### src/core/pwr_ctl_defs.svh
// Constants for the power gating and reset control block.
// Assumes inclusion by bare name; holds definitions only.
`ifndef PWR_CTL_DEFS_SVH
`define PWR_CTL_DEFS_SVH

`define OFS_CLOCK_GATE 8'h00
`define OFS_SLEEP_CTRL 8'h04
`define OFS_STATUS 8'h08
`define BIT_GATE_TIMER_ONE 3
`define BIT_GATE_TIMER_ZERO 2
`define BIT_GATE_SERIAL 1
`define BIT_GATE_CONVERTER 0
`define GATE_MASK 8'h0F
`define GATE_RESET 8'h00
`define SLEEP_RESET 8'h00
`define EXT_MIN_CYCLES 16'h0004
`define TOUT_SHORT 16'h0010
`define TOUT_MEDIUM 16'h0100
`define TOUT_LONG 16'h1000

`endif

### src/core/pwr_ctl_pkg.sv
// Types for the power gating and reset control block.
// Assumes the defs header is compiled alongside.
package pwr_ctl_pkg;
  typedef enum logic [1:0] {
    sm_idle = 2'b00,
    sm_adc_noise = 2'b01,
    sm_power_down = 2'b10,
    sm_standby = 2'b11
  } sleep_mode_e;
  typedef enum logic [1:0] {
    rst_hold = 2'b00,
    rst_count = 2'b01,
    rst_run = 2'b10
  } rst_state_e;
endpackage : pwr_ctl_pkg

### src/core/power_gating_and_reset_control.sv
// Clock gating, sleep policy and reset merging with a stretch counter.
// Assumes an AHB-Lite master on hclk; analog sources arrive as async levels.
//
// Functional notes
// RULE1 - Gate bit stops clock and blocks access
// RULE2 - Clearing gate bit resumes frozen module
// RULE3 - Gating matters in active and idle only; the converter gate bit also applies in ADC noise mode here
// RULE4 - Upper four gate bits read zero
// RULE5 - Bit 3 gates timer one
// RULE6 - Bit 2 gates timer zero
// RULE7 - Bit 1 gates serial interface clock
// RULE8 - Software disables converter before bit 0
// RULE9 - Gated converter mux unavailable to comparator
// RULE10 - Enabled converter stays on; restart extended
// RULE11 - Comparator off in deep sleep modes
// RULE12 - Reference on when any user needs it
// RULE13 - Input buffers off when io/adc clocks stop
// RULE14 - Enabled watchdog keeps running in sleep
// RULE15 - Configured brown-out stays active in sleep
// RULE16 - Registers initialised during reset
// RULE17 - Pins reset immediately without clock; watchdog and brown-out sources reach pins only on an hclk edge
// RULE18 - Delay counter stretches internal reset
// RULE19 - Four reset sources merged
// RULE20 - Power-on reasserts reset with no delay; here core_reset_n drops on the third hclk edge
// RULE21 - Sleep mode select encoding
// RULE22 - Counter restarts if a source reasserts
`include "pwr_ctl_defs.svh"
`timescale 1ns/100ps
`default_nettype none

module power_gating_and_reset_control (
  input wire logic hclk,
  input wire logic hresetn,
  input wire logic hsel,
  input wire logic [7:0] haddr,
  input wire logic [1:0] htrans,
  input wire logic hwrite,
  input wire logic [2:0] hsize,
  input wire logic [31:0] hwdata,
  input wire logic hready,
  output logic [31:0] hrdata,
  output logic hreadyout,
  output logic hresp,
  input wire logic sleep_req,
  input wire logic wake_req,
  input wire logic supply_ok_n,
  input wire logic ext_reset_n,
  input wire logic watchdog_expire,
  input wire logic brownout_low,
  input wire logic [2:0] brownout_level_config,
  input wire logic watchdog_enable,
  input wire logic converter_enable,
  input wire logic comparator_enable,
  input wire logic comparator_bandgap,
  input wire logic comparator_use_mux,
  input wire logic [1:0] startup_time_select,
  output logic clk_en_timer_one,
  output logic clk_en_timer_zero,
  output logic clk_en_serial,
  output logic clk_en_converter,
  output logic io_access_timer_one,
  output logic io_access_timer_zero,
  output logic io_access_serial,
  output logic io_access_converter,
  output logic converter_on,
  output logic converter_extended,
  output logic comparator_on,
  output logic comparator_mux_ok,
  output logic reference_on,
  output logic input_buffers_on,
  output logic watchdog_run,
  output logic brownout_on,
  output logic pins_reset_n,
  output logic core_reset_n,
  output logic core_fetch_vector
);
  import pwr_ctl_pkg::*;

  // --------------------------------------------------
  // Input synchronisers
  // --------------------------------------------------
  logic [4:0] sync1_q;
  logic [4:0] sync2_q;
  wire logic [4:0] async_in = {supply_ok_n, ext_reset_n, watchdog_expire, brownout_low, wake_req};
  always_ff @(posedge hclk or negedge hresetn) begin
    if (!hresetn) begin
      sync1_q <= 5'h18;
      sync2_q <= 5'h18;
    end else begin
      sync1_q <= async_in;
      sync2_q <= sync1_q;
    end
  end
  wire logic por_n_s = sync2_q[4];
  wire logic ext_n_s = sync2_q[3];
  wire logic wdt_s = sync2_q[2];
  wire logic bod_low_s = sync2_q[1];
  wire logic wake_s = sync2_q[0];

  // --------------------------------------------------
  // Bus slave
  // --------------------------------------------------
  logic [7:0] gate_q;
  logic [7:0] sleep_ctrl_q;
  logic wr_pend_q;
  logic [7:0] wr_addr_q;
  logic [31:0] rdata_q;
  logic asleep_q;
  wire logic bus_go = hsel && hready && htrans[1];
  wire logic rd_go = bus_go && !hwrite;
  wire logic wr_gate = wr_pend_q && (wr_addr_q == `OFS_CLOCK_GATE);
  wire logic wr_sleep = wr_pend_q && (wr_addr_q == `OFS_SLEEP_CTRL);
  wire logic [7:0] gate_rd = gate_q & `GATE_MASK; // RULE4
  wire logic [31:0] rd_mux =
    (haddr == `OFS_CLOCK_GATE) ? {24'h000000, gate_rd} :
    (haddr == `OFS_SLEEP_CTRL) ? {24'h000000, sleep_ctrl_q} :
    (haddr == `OFS_STATUS) ? {29'h00000000, asleep_q, core_reset_n, reference_on} :
    32'h00000000;

  always_ff @(posedge hclk or negedge hresetn) begin
    if (!hresetn) begin
      wr_pend_q <= 1'b0;
      wr_addr_q <= 8'h00;
      rdata_q <= 32'h00000000;
    end else begin
      wr_pend_q <= bus_go && hwrite;
      wr_addr_q <= haddr;
      if (rd_go) begin
        rdata_q <= rd_mux;
      end
    end
  end

  // Register file cleared on bus reset and while internal reset holds
  always_ff @(posedge hclk or negedge hresetn) begin
    if (!hresetn) begin
      gate_q <= `GATE_RESET; // RULE16
      sleep_ctrl_q <= `SLEEP_RESET;
    end else if (!core_reset_n) begin
      gate_q <= `GATE_RESET; // RULE16
      sleep_ctrl_q <= `SLEEP_RESET;
    end else begin
      if (wr_gate) begin
        gate_q <= hwdata[7:0] & `GATE_MASK; // RULE4
      end
      if (wr_sleep) begin
        sleep_ctrl_q <= {6'h00, hwdata[1:0]};
      end
    end
  end
  assign hrdata = rdata_q;
  assign hreadyout = 1'b1;
  assign hresp = 1'b0;

  // --------------------------------------------------
  // Sleep state and mode policy
  // --------------------------------------------------
  wire sleep_mode_e mode = sleep_mode_e'(sleep_ctrl_q[1:0]); // RULE21
  always_ff @(posedge hclk or negedge hresetn) begin
    if (!hresetn) begin
      asleep_q <= 1'b0;
    end else if (!core_reset_n || wake_s) begin
      asleep_q <= 1'b0;
    end else if (sleep_req) begin
      asleep_q <= 1'b1;
    end
  end
  // Io clock runs only when awake or in idle
  wire logic io_clk_run = !asleep_q || (mode == sm_idle); // RULE3
  wire logic adc_clk_run = !asleep_q || (mode == sm_idle) || (mode == sm_adc_noise);
  wire logic cmp_allowed = !asleep_q || (mode == sm_idle) || (mode == sm_adc_noise); // RULE11
  wire logic bod_cfg_on = (brownout_level_config != 3'h7);

  // --------------------------------------------------
  // Gate decode
  // --------------------------------------------------
  // One decode feeds clock and access paths; only the clock path also drops in sleep
  function automatic logic gate_open(input logic [7:0] gate, input int unsigned pos);
    gate_open = !gate[pos];
  endfunction : gate_open
  wire logic open_timer_one = gate_open(gate_q, `BIT_GATE_TIMER_ONE); // RULE5
  wire logic open_timer_zero = gate_open(gate_q, `BIT_GATE_TIMER_ZERO); // RULE6
  wire logic open_serial = gate_open(gate_q, `BIT_GATE_SERIAL); // RULE7
  wire logic open_converter = gate_open(gate_q, `BIT_GATE_CONVERTER); // RULE9

  // --------------------------------------------------
  // Clock enables
  // --------------------------------------------------
  // Gated modules keep their state since only the enable drops
  always_ff @(posedge hclk or negedge hresetn) begin
    if (!hresetn) begin
      clk_en_timer_one <= 1'b0;
      clk_en_timer_zero <= 1'b0;
      clk_en_serial <= 1'b0;
      clk_en_converter <= 1'b0;
    end else begin
      clk_en_timer_one <= open_timer_one && io_clk_run; // RULE5 RULE1 RULE2
      clk_en_timer_zero <= open_timer_zero && io_clk_run; // RULE6 RULE1 RULE2
      clk_en_serial <= open_serial && io_clk_run; // RULE7
      clk_en_converter <= open_converter && adc_clk_run; // RULE1
    end
  end

  // --------------------------------------------------
  // Register access permits
  // --------------------------------------------------
  always_ff @(posedge hclk or negedge hresetn) begin
    if (!hresetn) begin
      io_access_timer_one <= 1'b0;
      io_access_timer_zero <= 1'b0;
      io_access_serial <= 1'b0;
      io_access_converter <= 1'b0;
    end else begin
      io_access_timer_one <= open_timer_one; // RULE1
      io_access_timer_zero <= open_timer_zero; // RULE1
      io_access_serial <= open_serial; // RULE1
      io_access_converter <= open_converter; // RULE1
    end
  end

  // --------------------------------------------------
  // Converter enable and extended first conversion
  // --------------------------------------------------
  logic conv_was_on_q;
  always_ff @(posedge hclk or negedge hresetn) begin
    if (!hresetn) begin
      converter_on <= 1'b0;
      converter_extended <= 1'b1;
      conv_was_on_q <= 1'b0;
    end else begin
      // Enable independent of sleep mode
      converter_on <= converter_enable; // RULE10
      conv_was_on_q <= converter_enable;
      // Set wins over clear so a quick off-on is never missed
      if (converter_enable && !conv_was_on_q) begin
        converter_extended <= 1'b1; // RULE10
      end else if (clk_en_converter && converter_on) begin
        converter_extended <= 1'b0;
      end
    end
  end

  // --------------------------------------------------
  // Analog and always-on blocks
  // --------------------------------------------------
  always_ff @(posedge hclk or negedge hresetn) begin
    if (!hresetn) begin
      comparator_on <= 1'b0;
      comparator_mux_ok <= 1'b0;
      reference_on <= 1'b0;
      input_buffers_on <= 1'b0;
      watchdog_run <= 1'b0;
      brownout_on <= 1'b0;
    end else begin
      comparator_on <= comparator_enable && cmp_allowed; // RULE11
      comparator_mux_ok <= comparator_use_mux && open_converter; // RULE9
      // Bandgap on when brown-out, comparator or converter asks
      reference_on <= bod_cfg_on || (comparator_enable && comparator_bandgap) || converter_enable; // RULE12
      // Wake detection needs buffers, so a pending wake keeps them on
      input_buffers_on <= io_clk_run || adc_clk_run || wake_s; // RULE13
      watchdog_run <= watchdog_enable; // RULE14
      brownout_on <= bod_cfg_on; // RULE15
    end
  end

  // --------------------------------------------------
  // Reset merge and stretch
  // --------------------------------------------------
  logic [15:0] ext_cnt_q;
  logic ext_long_q;
  always_ff @(posedge hclk or negedge hresetn) begin
    if (!hresetn) begin
      ext_cnt_q <= 16'h0000;
      ext_long_q <= 1'b0;
    end else if (ext_n_s) begin
      ext_cnt_q <= 16'h0000;
      ext_long_q <= 1'b0;
    end else if (ext_cnt_q >= `EXT_MIN_CYCLES) begin
      ext_long_q <= 1'b1;
    end else begin
      ext_cnt_q <= ext_cnt_q + 16'h0001;
    end
  end
  // Watchdog expiry only counts when the watchdog is enabled
  wire logic any_src = !por_n_s || ext_long_q || (wdt_s && watchdog_enable) || (bod_low_s && bod_cfg_on); // RULE19
  wire logic [15:0] tout_sel =
    (startup_time_select == 2'h0) ? `TOUT_SHORT :
    (startup_time_select == 2'h1) ? `TOUT_MEDIUM : `TOUT_LONG;

  rst_state_e rst_q;
  logic [15:0] dly_q;
  always_ff @(posedge hclk or negedge hresetn) begin
    if (!hresetn) begin
      rst_q <= rst_hold;
      dly_q <= 16'h0000;
      core_reset_n <= 1'b0;
      core_fetch_vector <= 1'b0;
    end else begin
      core_fetch_vector <= 1'b0;
      case (rst_q)
        rst_hold: begin
          core_reset_n <= 1'b0;
          dly_q <= 16'h0000;
          if (!any_src) begin
            rst_q <= rst_count; // RULE18
          end
        end
        rst_count: begin
          if (any_src) begin
            rst_q <= rst_hold; // RULE22
            dly_q <= 16'h0000;
          end else if (dly_q >= tout_sel - 16'h0001) begin
            rst_q <= rst_run; // RULE18
            core_reset_n <= 1'b1;
            core_fetch_vector <= 1'b1; // RULE16
          end else begin
            dly_q <= dly_q + 16'h0001; // RULE22
          end
        end
        rst_run: begin
          if (any_src) begin
            rst_q <= rst_hold; // RULE20
            core_reset_n <= 1'b0;
          end
        end
        default: begin
          rst_q <= rst_hold;
          core_reset_n <= 1'b0;
        end
      endcase
    end
  end

  // Pin reset uses no clock: async set from raw power-on or pin level
  wire logic pin_rst_async_n = hresetn && supply_ok_n && ext_reset_n;
  always_ff @(posedge hclk or negedge pin_rst_async_n) begin
    if (!pin_rst_async_n) begin
      pins_reset_n <= 1'b0; // RULE17
    end else begin
      pins_reset_n <= !any_src && core_reset_n;
    end
  end
endmodule : power_gating_and_reset_control

`default_nettype wire

### config.mk
export PLATFORM = sky130hd
export DESIGN_NAME = power_gating_and_reset_control
export DESIGN_NICKNAME = d
export VERILOG_FILES = /design/src/core/pwr_ctl_pkg.sv /design/src/core/power_gating_and_reset_control.sv
export VERILOG_INCLUDE_DIRS = /design/src /design/src/core
export SDC_FILE = /design/constraint.sdc
export NUM_CORES = 1
export LEC_CHECK = 0
export BUFFER_PORTS_ARGS = -buffer_cell sky130_fd_sc_hd__buf_2
export CAP_MARGIN = 10
export CELL_PAD_IN_SITES_DETAIL_PLACEMENT = 1
export CELL_PAD_IN_SITES_GLOBAL_PLACEMENT = 1
export CORE_ASPECT_RATIO = 1.4
export CORE_MARGIN = 5
export CORE_UTILIZATION = 38
export DETAILED_ROUTE_END_ITERATION = 16
export PLACE_DENSITY = 0.77
export SLEW_MARGIN = 10
export SYNTH_ARGS = -nofsm -noshare
export SYNTH_HDL_FRONTEND = slang
export SYNTH_SLANG_ARGS = --single-unit
### constraint.sdc
create_clock -name hclk -period 2.65 [get_ports hclk]
set_input_delay 0.3975 -clock hclk [delete_from_list [all_inputs] [get_ports hclk]]
set_output_delay 0.3975 -clock hclk [all_outputs]
set_load 0.03 [all_outputs]
---- After elaboration in Yosys (flattened, before gate mapping) ----
Cells that the tools add are included.
word-level totals
  register bits after elaboration ......... 118
  bits of input ports ..................... 66
  output and inout port bits .............. 53
  word-level logic and storage cells ...... 137
operators by class
  add/subtract/negate cells ............... 3
  order comparisons ....................... 2
  equal/unequal tests ..................... 17
  muxes and demuxes ....................... 32
  reductions and logical operators ........ 52
operator list
  cell                   number
  $mux 16                4
  $add 16x1->16 const B  2
  $mux 8                 4
  $pmux 16 s2            1
  $mux 13                2
  $logic_and 1x1->1      20
  $eq 8x3->1 const B     2
  $ge 16x16->1           1
  $ge 16x3->1 const B    1
  $logic_not 8->1        2
  $sub 13x1->14 const B  1
  $mux 1                 12
  $logic_not 1->1        10
  $logic_or 1x1->1       10
  $ne 2x2->1 const B     5
  $ne 3x3->1 const B     3
  $eq 8x4->1 const B     1
  $mux 2                 4
  $mux 4                 2
  $reduce_bool 2->1      4
  $eq 2x1->1 const B     3
  $logic_not 2->1        3
  $pmux 2 s3             1
  $reduce_and 3->1       2
  other kinds (5)        6

---- Logic depth before layout (Yosys ltp) ----
Gate-level depths: netlist of the first run.
  word-level depth ........................ 8
  depth in mapped cells ................... 9
  mapped depth without buffers ............ 8

---- Worst setup path after synthesis of the first run ----
OpenSTA, ideal clock, no wires.
  kind .................................... input to register
  start ................................... input startup_time_select[0]
  end ..................................... register dly_q[6]
  setup time .............................. 78 ps
  arrival time ............................ 2185 ps
  required time ........................... 2572 ps
  slack ................................... 387 ps
  cell stages on the path ................. 8
  path buffers ............................ 0
  path through ............................ nor2_1 ha_1 a211o_1 a22oi_1 a21o_1 a21oi_2 or4_1 a21oi_1
between the ends
  longest elaborated chain between the ends .. 7
  elaborated cells between the ends (all ways) .. 8
  those cells by class .................... 1 x add/sub; 1 x order compare; 2 x eq/ne; 2 x mux; 2 x reduce/logical
RTL lines
  item                            RTL line                               RTL
  start: declaration              power_gating_and_reset_control.sv:56   input wire logic [1:0] startup_time_select,
  $eq 2x1->1                      power_gating_and_reset_control.sv:288  (startup_time_select == 2'h1) ? `TOUT_MEDIUM : `TOUT_LONG;
  $mux 13 (no line)               -
  $mux 13 (no line) (*)           -
  $sub 13x1->14 (*)               power_gating_and_reset_control.sv:312  end else if (dly_q >= tout_sel - 16'h0001) begin
  $ge 16x16->1 (*)                power_gating_and_reset_control.sv:312
  $ne 3x3->1 (no line) (*)        -
  $reduce_and 2->1 (no line) (*)  -
  end signal: assignment          power_gating_and_reset_control.sv:317  dly_q <= dly_q + 16'h0001;
  end: declaration                power_gating_and_reset_control.sv:291  logic [15:0] dly_q;
Mark *: on every way between the ends. The rest lies on a longest branch, timed or not.
A chain may end at the register's enable or synchronous reset.

---- Final worst setup path of the first run ----
  start ................................... register dly_q[5]
  end ..................................... register dly_q[7]
between the ends
  longest elaborated chain between the ends .. 4
  elaborated cells between the ends (all ways) .. 7
  those cells by class .................... 1 x add/sub; 1 x order compare; 1 x eq/ne; 3 x mux; 1 x reduce/logical
RTL lines
  item           RTL line                               RTL
  $add 16x1->16  power_gating_and_reset_control.sv:317
  $mux 16        power_gating_and_reset_control.sv:312
  $mux 16        power_gating_and_reset_control.sv:309  if (any_src) begin
  $pmux 16 s2    power_gating_and_reset_control.sv:300  case (rst_q)
Parallel ways exist; a longest one is shown, timed or not. The select of a mux whose other input is x is not followed.

==> results.py, run 1 <==
metrics = {
    "sta": {
        "fmax_ghz": 0.4291,
        "setup_tns_ns": 0,
        "timing.final.crit_share_pct": 87.94,
        "min_period_ns": 2.330,
        "worstMarginPinSlew_ns": 0.5781,
        "finalSetupViolations": 0,
        "rsz0062_at_grt": "false",
        "maxSlewViolCount": 0,
        "max-slew-margin-rel_pct": 61.46,
        "finalClockSkew_ns": 0.004409,
        "hold_viol_final": 0,
    },
    "clock_network": {
        "clkSinkCount": 84,
        "htree_levels": 3,
        "insertion_delay_ns": 0.33,
        "path_clk_slew_ns": 0.06,
        "cts_setup_buffers": 0,
        "clock-root-buffer": "clkbuf_16",
        "cts_tree": "done",
        "cts_made_buffers": 9,
        "clock_path_buffers": 2,
    },
    "power": {
        "p_sw_mw": 0.6465,
        "pwr-share-seq_pct": 47.9,
        "p_leak_nw": 1.963,
        "p_sw_share_pct": 23.17,
        "pwr-share-clk_pct": 45.0,
        "p_int_mw": 2.144,
        "p_comb_share_pct": 7.1,
        "p_per_area_nw_per_um2": 655.4,
        "vdd_ir_drop_max_mv": 0.3121,
    },
    "finish": {
        "diodes": 0,
        "drive_gt1_share_pct": 23.45,
        "num-nets-final": 458,
        "areaGrowthSynthToFinish_pct": 18.28,
        "fin_util_pct": 45.52,
    },
    "detailed_routing": {
        "postRouteAntennaNets": 0,
        "routed_wl_mm": 7.919,
        "drc": 0,
        "dr.pass1.iters": 4,
        "detail_route.vias_per_cell": 5.034,
        "drtIter0Drc": 66,
        "num_vias": 2507,
        "wl_per_cell_um": 15.90,
    },
    "worst_setup_path": {
        "startpoint_type": "flip-flop",
        "slowest_stage": "or4_1",
        "critPathMaxStageDelay_ns": 0.50,
        "crit_chain": "ha_1 -> a211o_1 -> a22oi_1 -> a21o_1 -> a21oi_2 -> or4_1 -> a21oi_1",
        "worstPathArrival_ns": 2.59,
        "crit_required_ns": 2.91,
        "endpoint_kind": "flip-flop",
        "critPathKind": "flip-flop to flip-flop",
        "path_max_fanout": 14,
    },
    "placed_design": {
        "port_buffers": 56,
        "hpwl_mm": 6.031,
        "globalplace.congestion": 0.8431,
    },
    "die": {
        "die_width_um": 92.26,
        "die_y_um": 125.2,
        "die-area_um2": 11550,
        "io_pins": 119,
        "coreArea_um2": 9354,
        "initial_utilization_pct": 38.48,
        "num_rows": 42,
    },
    "yosys": {
        "syn_avg_cell_area_um2": 11.43,
        "synth_top_area_share_pct": 54.92,
        "yosysUniqueCellTypes": 50,
        "syn-cell-area_um2": 3600,
        "ys_seq_area_share_pct": 58.57,
        "synth_ff_type": "dfrtp_1",
        "synth-edff-count": 0,
        "syn_inst": 315,
        "yosys-top-cells-area": "dfrtp_1, buf_4, nor2b_1",
        "ys_warn_count": 0,
        "async_flop_share_pct": 100.0,
        "yosys_register_bits": 84,
        "synth_top_area_cell": "dfrtp_1",
    },
    "global_routing": {
        "grt_pass1_wl_mm": 13.13,
        "grt_overflow": 0,
        "grt_pass1_vias": 2697,
        "grt_usage_pct": 14.53,
        "antenna_found_initial": 0,
        "grt_max_degree": 44,
    },
    "worst_hold_path": {
        "hold_class": "input port to asynchronous set/reset pin",
    },
    "status": {
        "status": "completed",
    },
    "run": {
        "maxCapViolations": 0,
    },
}
[worst max-delay path, delay by kind of cell, from the launching register on]
family / cells / cell delay [ns]
AO/OA/AOI/OAI: 5 / 0.98
adder cells (fa/ha/maj): 1 / 0.34
flip-flops: 1 / 0.44
AND/OR/NAND/NOR: 1 / 0.50
[cell usage after synthesis (2+ instances only)]
library cell,count
and4_1,2
or2_2,3
o21ai_0,10
nand3b_1,2
dfstp_2,5
a22o_1,2
clkbuf_1,5
nand4_1,6
o41ai_1,4
nor3_1,2
a21oi_1,9
mux2i_1,9
a21o_1,2
o21a_1,3
o311ai_0,2
a211oi_1,2
nor2b_1,23
and2_1,3
nor4_1,6
o31ai_1,5
buf_4,30
and3_1,4
nand3_1,8
a211o_1,2
o22ai_1,3
inv_1,13
or4_1,4
nand2b_1,4
nor2_1,20
nand2_1,15
dfrtp_1,79
ha_1,8
conb_1,2
a31oi_1,2
[final timing paths]
path                       slack [ns]         from  depth (start not counted)            to
max in group asynchronous        1.49  supply_ok_n                          4  pins_reset_n
max reg2reg                      0.32     dly_q[5]                          7      dly_q[7]
min                              0.03      hresetn                          1     wr_pend_q
min in group hclk                0.17  ext_reset_n                          1    sync1_q[3]
max                              0.32     dly_q[5]                          7      dly_q[7]
min reg2reg                      0.35   sync1_q[2]                          0    sync2_q[2]
[metal layers]
| layer | part of all wire (%) | vias to the layer above | track usage [%] |
|---|---|---|---|
| li1 | - | 1184 | - |
| met1 | 39 | 1250 | 16.56 |
| met2 | 53 | 50 | 24.96 |
| met3 | 4.2 | 23 | 3.185 |
| met4 | 3.0 | 0 | 8.224 |
| met5 | 0 | - | 0 |
[cells in the final DEF (no fill, tap or decap), types with 10 or more instances in the layout]
cell     count
conb_1      30
dfrtp_1     79
nand2_1     15
nor2b_1     23
inv_1       13
nor2_1      20
buf_2       55
o21ai_0     10
[stage by stage]
stage               std cells  hold WS [ns]  power [mW]  setup WS (ns)  cell area (um^2)
floorplan                 343        0.1019       1.506         0.3872              3705
global placement          481        0.3113       1.548         0.1751              3936
CTS                       498       0.04880       2.822         0.3139              4258
detailed placement        481        0.3150       1.558         0.1249              3936
finish                    498       0.03084       2.790         0.3197              4258
global route              498       0.07321       2.907         0.1351              4258
[kinds of logic (layout without fill, tap and decap cells)]
| group | after synthesis | in the layout | synth area share [%] |
|---|---|---|---|
| AO/OA/AOI/OAI | 54 | 54 | 10.50 |
| XOR/XNOR | 1 | 1 | 0.2434 |
| adder cells (fa/ha/maj) | 8 | 8 | 2.781 |
| buffers and inverters | 49 | 94 | 8.273 |
| flip-flops | 84 | 84 | 58.57 |
| multiplexers | 9 | 9 | 2.503 |
| other | 2 | 30 | 0.2086 |
| AND/OR/NAND/NOR | 108 | 108 | 16.93 |
[registers in the layout (all words and copies together), names as in the netlist, 2 cells and up]
name,count
sync1_q,5
sleep_ctrl_q,2
hrdata,4
ext_cnt_q,16
gate_q,4
sync2_q,5
wr_addr_q,8
rst_q,2
dly_q,16
[power groups by stage]
stage          Sequential, mW  Clock [mW]  Combinational, mW
5_1_grt                  1.34        1.35              0.220
6_report                 1.34        1.26              0.198
2_1_floorplan            1.36           0              0.142
4_1_cts                  1.34        1.28              0.200
3_5_place_dp             1.36           0              0.197
3_3_place_gp             1.36           0              0.191
[layout make-up]
class / instances / area (um^2)
clock buffer: 11 / 252.7
timing repair buffer: 66 / 362.8
fill: 1045 / 5096
tap: 110 / 137.6
sequential: 84 / 2108
multi-input combinational: 210 / 1299
inverter: 13 / 48.80
clock inverter: 4 / 48.80
[timing repair]
| item | in CTS | in global routing |
|---|---|---|
| hold buffers | 2 | 0 |
| resized for setup | 0 | 0 |
| hold endpoints to repair | 1 | 0 |
No activity file was read; power rests on OpenSTA's default activity.
==> run 2: changes to the inputs <==
- CELL_PAD_IN_SITES_DETAIL_PLACEMENT: 1 -> unset
- CELL_PAD_IN_SITES_GLOBAL_PLACEMENT: 1 -> unset
- CORE_MARGIN: 5 -> unset
- CORE_UTILIZATION: 38 -> 42
- CTS_BUF_LIST: unset -> sky130_fd_sc_hd__clkbuf_16
- PLACE_DENSITY: 0.77 -> 0.67
==> run 2 against run 1 <==
Clock-buffer cell count shrank 2. Register-to-register slack about the same. Sequential share of layout area shrank 0.20 points. Cell count down 1.6%. Critical path type unchanged. Core utilization grew 6.3 points. Highest routed layer unchanged. Die area decreased by 22%. Setup slack got worse by 0.0011 ns. Wire length shrank 11%. Non-clock buffer count shrank 1. Sequential cell count stayed put. Fmax is essentially flat.
==> results.py, run 2 (same netlist as run 1, synthesis figures left out) <==
metrics = {
    "status": {
        "status": "completed",
    },
    "worst_setup_path": {
        "crit_required_ns": 2.90,
        "crit_family": "compound AO/OA/AOI/OAI gates",
        "slowest_stage": "or4_1",
        "worstPathArrival_ns": 2.59,
        "path_buf_inv": 0,
        "critPathKind": "flip-flop to flip-flop",
        "path_max_fanout": 14,
        "crit_chain": "ha_1 -> a211o_1 -> a22oi_1 -> a21o_1 -> a21oi_2 -> or4_1 -> a21oi_1",
        "critPathMaxStageDelay_ns": 0.50,
        "startpoint_type": "flip-flop",
        "endpoint_kind": "flip-flop",
    },
    "clock_network": {
        "cts_resized": 0,
        "htree_levels": 3,
        "insertion_delay_ns": 0.34,
        "cts_setup_buffers": 0,
        "cts_tree": "done",
        "cts_made_buffers": 9,
        "clkSinkCount": 84,
        "clock_path_buffers": 2,
        "clock-root-buffer": "clkbuf_16",
        "path_clk_slew_ns": 0.07,
    },
    "sta": {
        "setup_tns_ns": 0,
        "finalSetupViolations": 0,
        "max-slew-margin-rel_pct": 62.47,
        "rsz0062_at_grt": "false",
        "timing.final.crit_share_pct": 87.98,
        "fin_hold_ws_ns": 0.04666,
        "hold_viol_final": 0,
        "min_period_ns": 2.331,
        "fmax_ghz": 0.4289,
        "finalClockSkew_ns": 0.008550,
        "worstMarginPinSlew_ns": 0.5609,
        "setup_slack_ns": 0.3186,
        "maxSlewViolCount": 0,
    },
    "finish": {
        "final_cell_area_um2": 4275,
        "drive_gt1_share_pct": 23.45,
        "fillers": 744,
        "areaGrowthSynthToFinish_pct": 18.77,
        "num-nets-final": 457,
        "multiInputGateArea_um2": 1299,
        "final_common_cell": "dfrtp_1",
        "top_regs": "dly_q x16, ext_cnt_q x16, wr_addr_q x8",
        "layout.cells.non_filler": 490,
        "fin_util_pct": 51.84,
        "seqCellArea_um2": 2108,
        "mostFrequentLayoutCells": "dfrtp_1, buf_2, conb_1",
        "diodes": 0,
    },
    "die": {
        "initial_utilization_pct": 43.65,
        "num_rows": 39,
        "io_pins": 119,
        "die_y_um": 111.5,
        "die_width_um": 80.24,
        "coreArea_um2": 8247,
        "die-area_um2": 8950,
    },
    "power": {
        "finalPower_mw": 2.896,
        "vdd_ir_drop_max_mv": 0.4296,
        "p_leak_nw": 1.971,
        "p_per_area_nw_per_um2": 677.3,
    },
    "detailed_routing": {
        "num_vias": 2449,
        "dr.pass1.iters": 5,
        "drtIter0Drc": 124,
        "routed_wl_mm": 7.065,
        "drc": 0,
        "wl_per_cell_um": 14.42,
        "postRouteAntennaNets": 0,
        "detail_route.vias_per_cell": 4.998,
    },
    "placed_design": {
        "globalplace.congestion": 0.9308,
        "hpwl_mm": 5.041,
        "placed_cells": 472,
        "dp_slack_ns": 0.1391,
        "port_buffers": 56,
        "dpl_cell_area_um2": 3919,
    },
    "global_routing": {
        "grt_pass1_wl_mm": 11.61,
        "grt_usage_pct": 17.15,
        "grt_pass1_vias": 2422,
        "antenna_found_initial": 0,
        "grt_overflow": 0,
        "grt_max_degree": 45,
    },
    "run": {
        "maxCapViolations": 0,
    },
    "worst_hold_path": {
        "hold_class": "input port to asynchronous set/reset pin",
    },
}
[run 2: cell count changes in the layout (fill, tap and decap cells not counted)]
cell	before	now
inv_6	0	1
clkinv_8	0	1
clkinv_4	1	3
buf_4	9	8
clkinv_2	2	0
bufinv_16	1	2
clkbuf_8	2	0
[run 2: per-layer routing]
metal | vias to the layer above | routed length [um] | global-route usage (%)
li1 | 1188 | - | -
met1 | 1195 | 3047 | 20.84
met2 | 55 | 3594 | 28.77
met3 | 11 | 320 | 5.082
met4 | 0 | 102 | 5.714
met5 | - | 0 | 0
[run 2: final cells by class]
cell class	count	area share, %
flip-flops and latches	84	49.31
multi-input cells	210	30.38
repair buffers	65	8.311
clock buffers	9	5.268
well taps	102	2.985
clock inverters	7	2.605
inverters	13	1.141
[run 2: worst paths after layout]
check | slack, ns | end | depth (start not counted) | startpoint
min reg2reg | 0.35 | sync2_q[1] | 0 | sync1_q[1]
max reg2reg | 0.32 | dly_q[6] | 7 | dly_q[5]
min in group hclk | 0.17 | sync1_q[1] | 1 | brownout_low
max in group asynchronous | 1.46 | pins_reset_n | 4 | supply_ok_n
min | 0.05 | sleep_ctrl_q[1] | 1 | hresetn
max | 0.32 | dly_q[6] | 7 | dly_q[5]
[run 2: timing repair]
item | CTS | global route
hold buffers | 2 | 0
endpoints found under the setup margin | 0 | 0
endpoints found under the hold margin | 1 | 0
[run 2: report_power, final]
group          total, mW  switching [mW]  internal, mW
Combinational      0.193           0.141        0.0523
Sequential          1.33          0.0188          1.32
Clock               1.37           0.526         0.841
Total               2.90           0.686          2.21
==> run 3: changes to the inputs <==
- BUFFER_PORTS_ARGS: -buffer_cell sky130_fd_sc_hd__buf_2 -> unset
- DONT_BUFFER_PORTS: unset -> 1
- PLACE_DENSITY: 0.67 -> 0.55
==> run 3 against run 2 <==
Global-route usage decreased by 1.5 points. Design area fell by 5.8%. Clock-buffer cell count unchanged. Largest power group unchanged. Fmax fell by 0.18%. Critical endpoint is now dly_q[3]. Wire length is 8.6% lower. Largest cell class unchanged.
==> results.py, run 3 (same netlist as run 1, synthesis figures left out) <==
metrics = {
    "finish": {
        "mostFrequentLayoutCells": "dfrtp_1, conb_1, nor2b_1",
        "areaGrowthSynthToFinish_pct": 11.89,
        "top_regs": "dly_q x16, ext_cnt_q x16, wr_addr_q x8",
        "fillers": 725,
        "fin_util_pct": 48.84,
        "num-nets-final": 402,
        "diodes": 0,
        "drive_gt1_share_pct": 10.21,
        "final_common_cell": "dfrtp_1",
    },
    "worst_setup_path": {
        "path_max_fanout": 14,
        "critPathMaxStageDelay_ns": 0.50,
        "path_buf_inv": 0,
        "crit_chain": "ha_1 -> a211o_1 -> a22oi_1 -> a21o_1 -> a21oi_2 -> or4_1 -> a21oi_1",
        "endpoint_kind": "flip-flop",
        "startpoint_type": "flip-flop",
        "worstReg2RegEnd": "dly_q[3]",
        "reg2reg_depth": 7,
        "crit_path_start": "dly_q[5]",
        "slowest_stage": "or4_1",
        "crit_required_ns": 2.91,
        "r2r-start": "dly_q[5]",
        "critPathKind": "flip-flop to flip-flop",
        "crit_family": "compound AO/OA/AOI/OAI gates",
        "reg2reg_slack_ns": 0.31,
        "worstPathArrival_ns": 2.59,
    },
    "clock_network": {
        "cts_resized": 0,
        "cts_made_buffers": 9,
        "cts_tree": "done",
        "clkSinkCount": 84,
        "clock_path_buffers": 2,
        "insertion_delay_ns": 0.33,
        "cts_setup_buffers": 0,
        "htree_levels": 3,
        "path_clk_slew_ns": 0.06,
        "clock-root-buffer": "clkbuf_16",
    },
    "placed_design": {
        "dp_slack_ns": 0.2159,
        "hpwl_mm": 4.554,
        "port_buffers": 0,
        "globalplace.congestion": 0.8201,
    },
    "detailed_routing": {
        "detail_route.vias_per_cell": 5.140,
        "dr.pass1.iters": 4,
        "num_vias": 2236,
        "routed_wl_mm": 6.460,
        "drtIter0Drc": 138,
        "drc": 0,
        "postRouteAntennaNets": 0,
        "wl_per_cell_um": 14.85,
    },
    "sta": {
        "fmax_ghz": 0.4282,
        "timing.final.crit_share_pct": 88.13,
        "hold_viol_final": 0,
        "setup_slack_ns": 0.3145,
        "fin_hold_ws_ns": 0.06019,
        "finalSetupViolations": 0,
        "min_period_ns": 2.335,
        "setup_tns_ns": 0,
        "worstMarginPinSlew_ns": 0.5884,
        "rsz0062_at_grt": "false",
        "maxSlewViolCount": 0,
        "finalClockSkew_ns": 0.004719,
        "max-slew-margin-rel_pct": 60.77,
    },
    "global_routing": {
        "grt_pass1_vias": 2164,
        "grt_pass1_wl_mm": 10.51,
        "grt_usage_pct": 15.67,
        "grt_max_degree": 85,
        "grt_overflow": 0,
        "antenna_found_initial": 0,
    },
    "worst_hold_path": {
        "hold_class": "input port to flip-flop",
        "whs_path_depth": 0,
        "hp-start": "supply_ok_n",
        "hold_path_end": "sync1_q[4]",
    },
    "status": {
        "status": "completed",
    },
    "die": {
        "num_rows": 39,
        "initial_utilization_pct": 43.65,
        "coreArea_um2": 8247,
        "die_width_um": 80.24,
        "die-area_um2": 8950,
        "io_pins": 119,
        "die_y_um": 111.5,
    },
    "power": {
        "vdd_ir_drop_max_mv": 0.3964,
        "p_per_area_nw_per_um2": 718.7,
        "finalPower_mw": 2.895,
        "p_leak_nw": 1.775,
    },
    "run": {
        "maxCapViolations": 0,
    },
}
==> run 3: worst max path at each step <==
stage | cells after the start | end | slack, ns
2_1_floorplan | 8 | dly_q[6] | 0.39
3_3_place_gp | 8 | dly_q[7] | 0.27
3_5_place_dp | 8 | dly_q[3] | 0.22
4_1_cts | 7 | dly_q[7] | 0.29
5_1_grt | 7 | dly_q[3] | 0.15
6_report | 7 | dly_q[3] | 0.31
==> run 3: power by group <==
| part | internal (mW) | leakage [nW] | switching, mW |
|---|---|---|---|
| combinational | 0.0362 | 0.550 | 0.115 |
| sequential | 1.32 | 1.05 | 0.0305 |
| clock | 0.918 | 0.171 | 0.478 |
| total | 2.27 | 1.78 | 0.624 |
==> run 3: stage by stage <==
stage	instances	instance area, um^2
floorplan	343	3705
finish	435	4028
global placement	415	3628
global route	435	4028
CTS	435	4028
detailed placement	415	3628
==> run 3: what timing repair did <==
action / CTS / global route
setup endpoints to repair: 0 / 0
hold endpoints to repair: 84 / 0
hold buffers: 4 / 0
==> run 3: area by class of cell <==
type	instances	area (um^2)	area share, %
Sequential cell	84	2108	52.35
Multi-Input combinational cell	210	1299	32.25
Tap cell	102	127.6	3.169
Timing Repair Buffer	10	102.6	2.547
Inverter	13	48.80	1.212
Clock buffer	9	225.2	5.592
Clock inverter	7	116.4	2.889
==> run 3: routing by layer <==
layer	wire, um	share of wire (%)	GRT usage (%)
met4	93	1.4	6.429
met5	0	0	0
met1	2811	44	20.02
met2	3171	49	23.99
met3	384	5.9	5.656
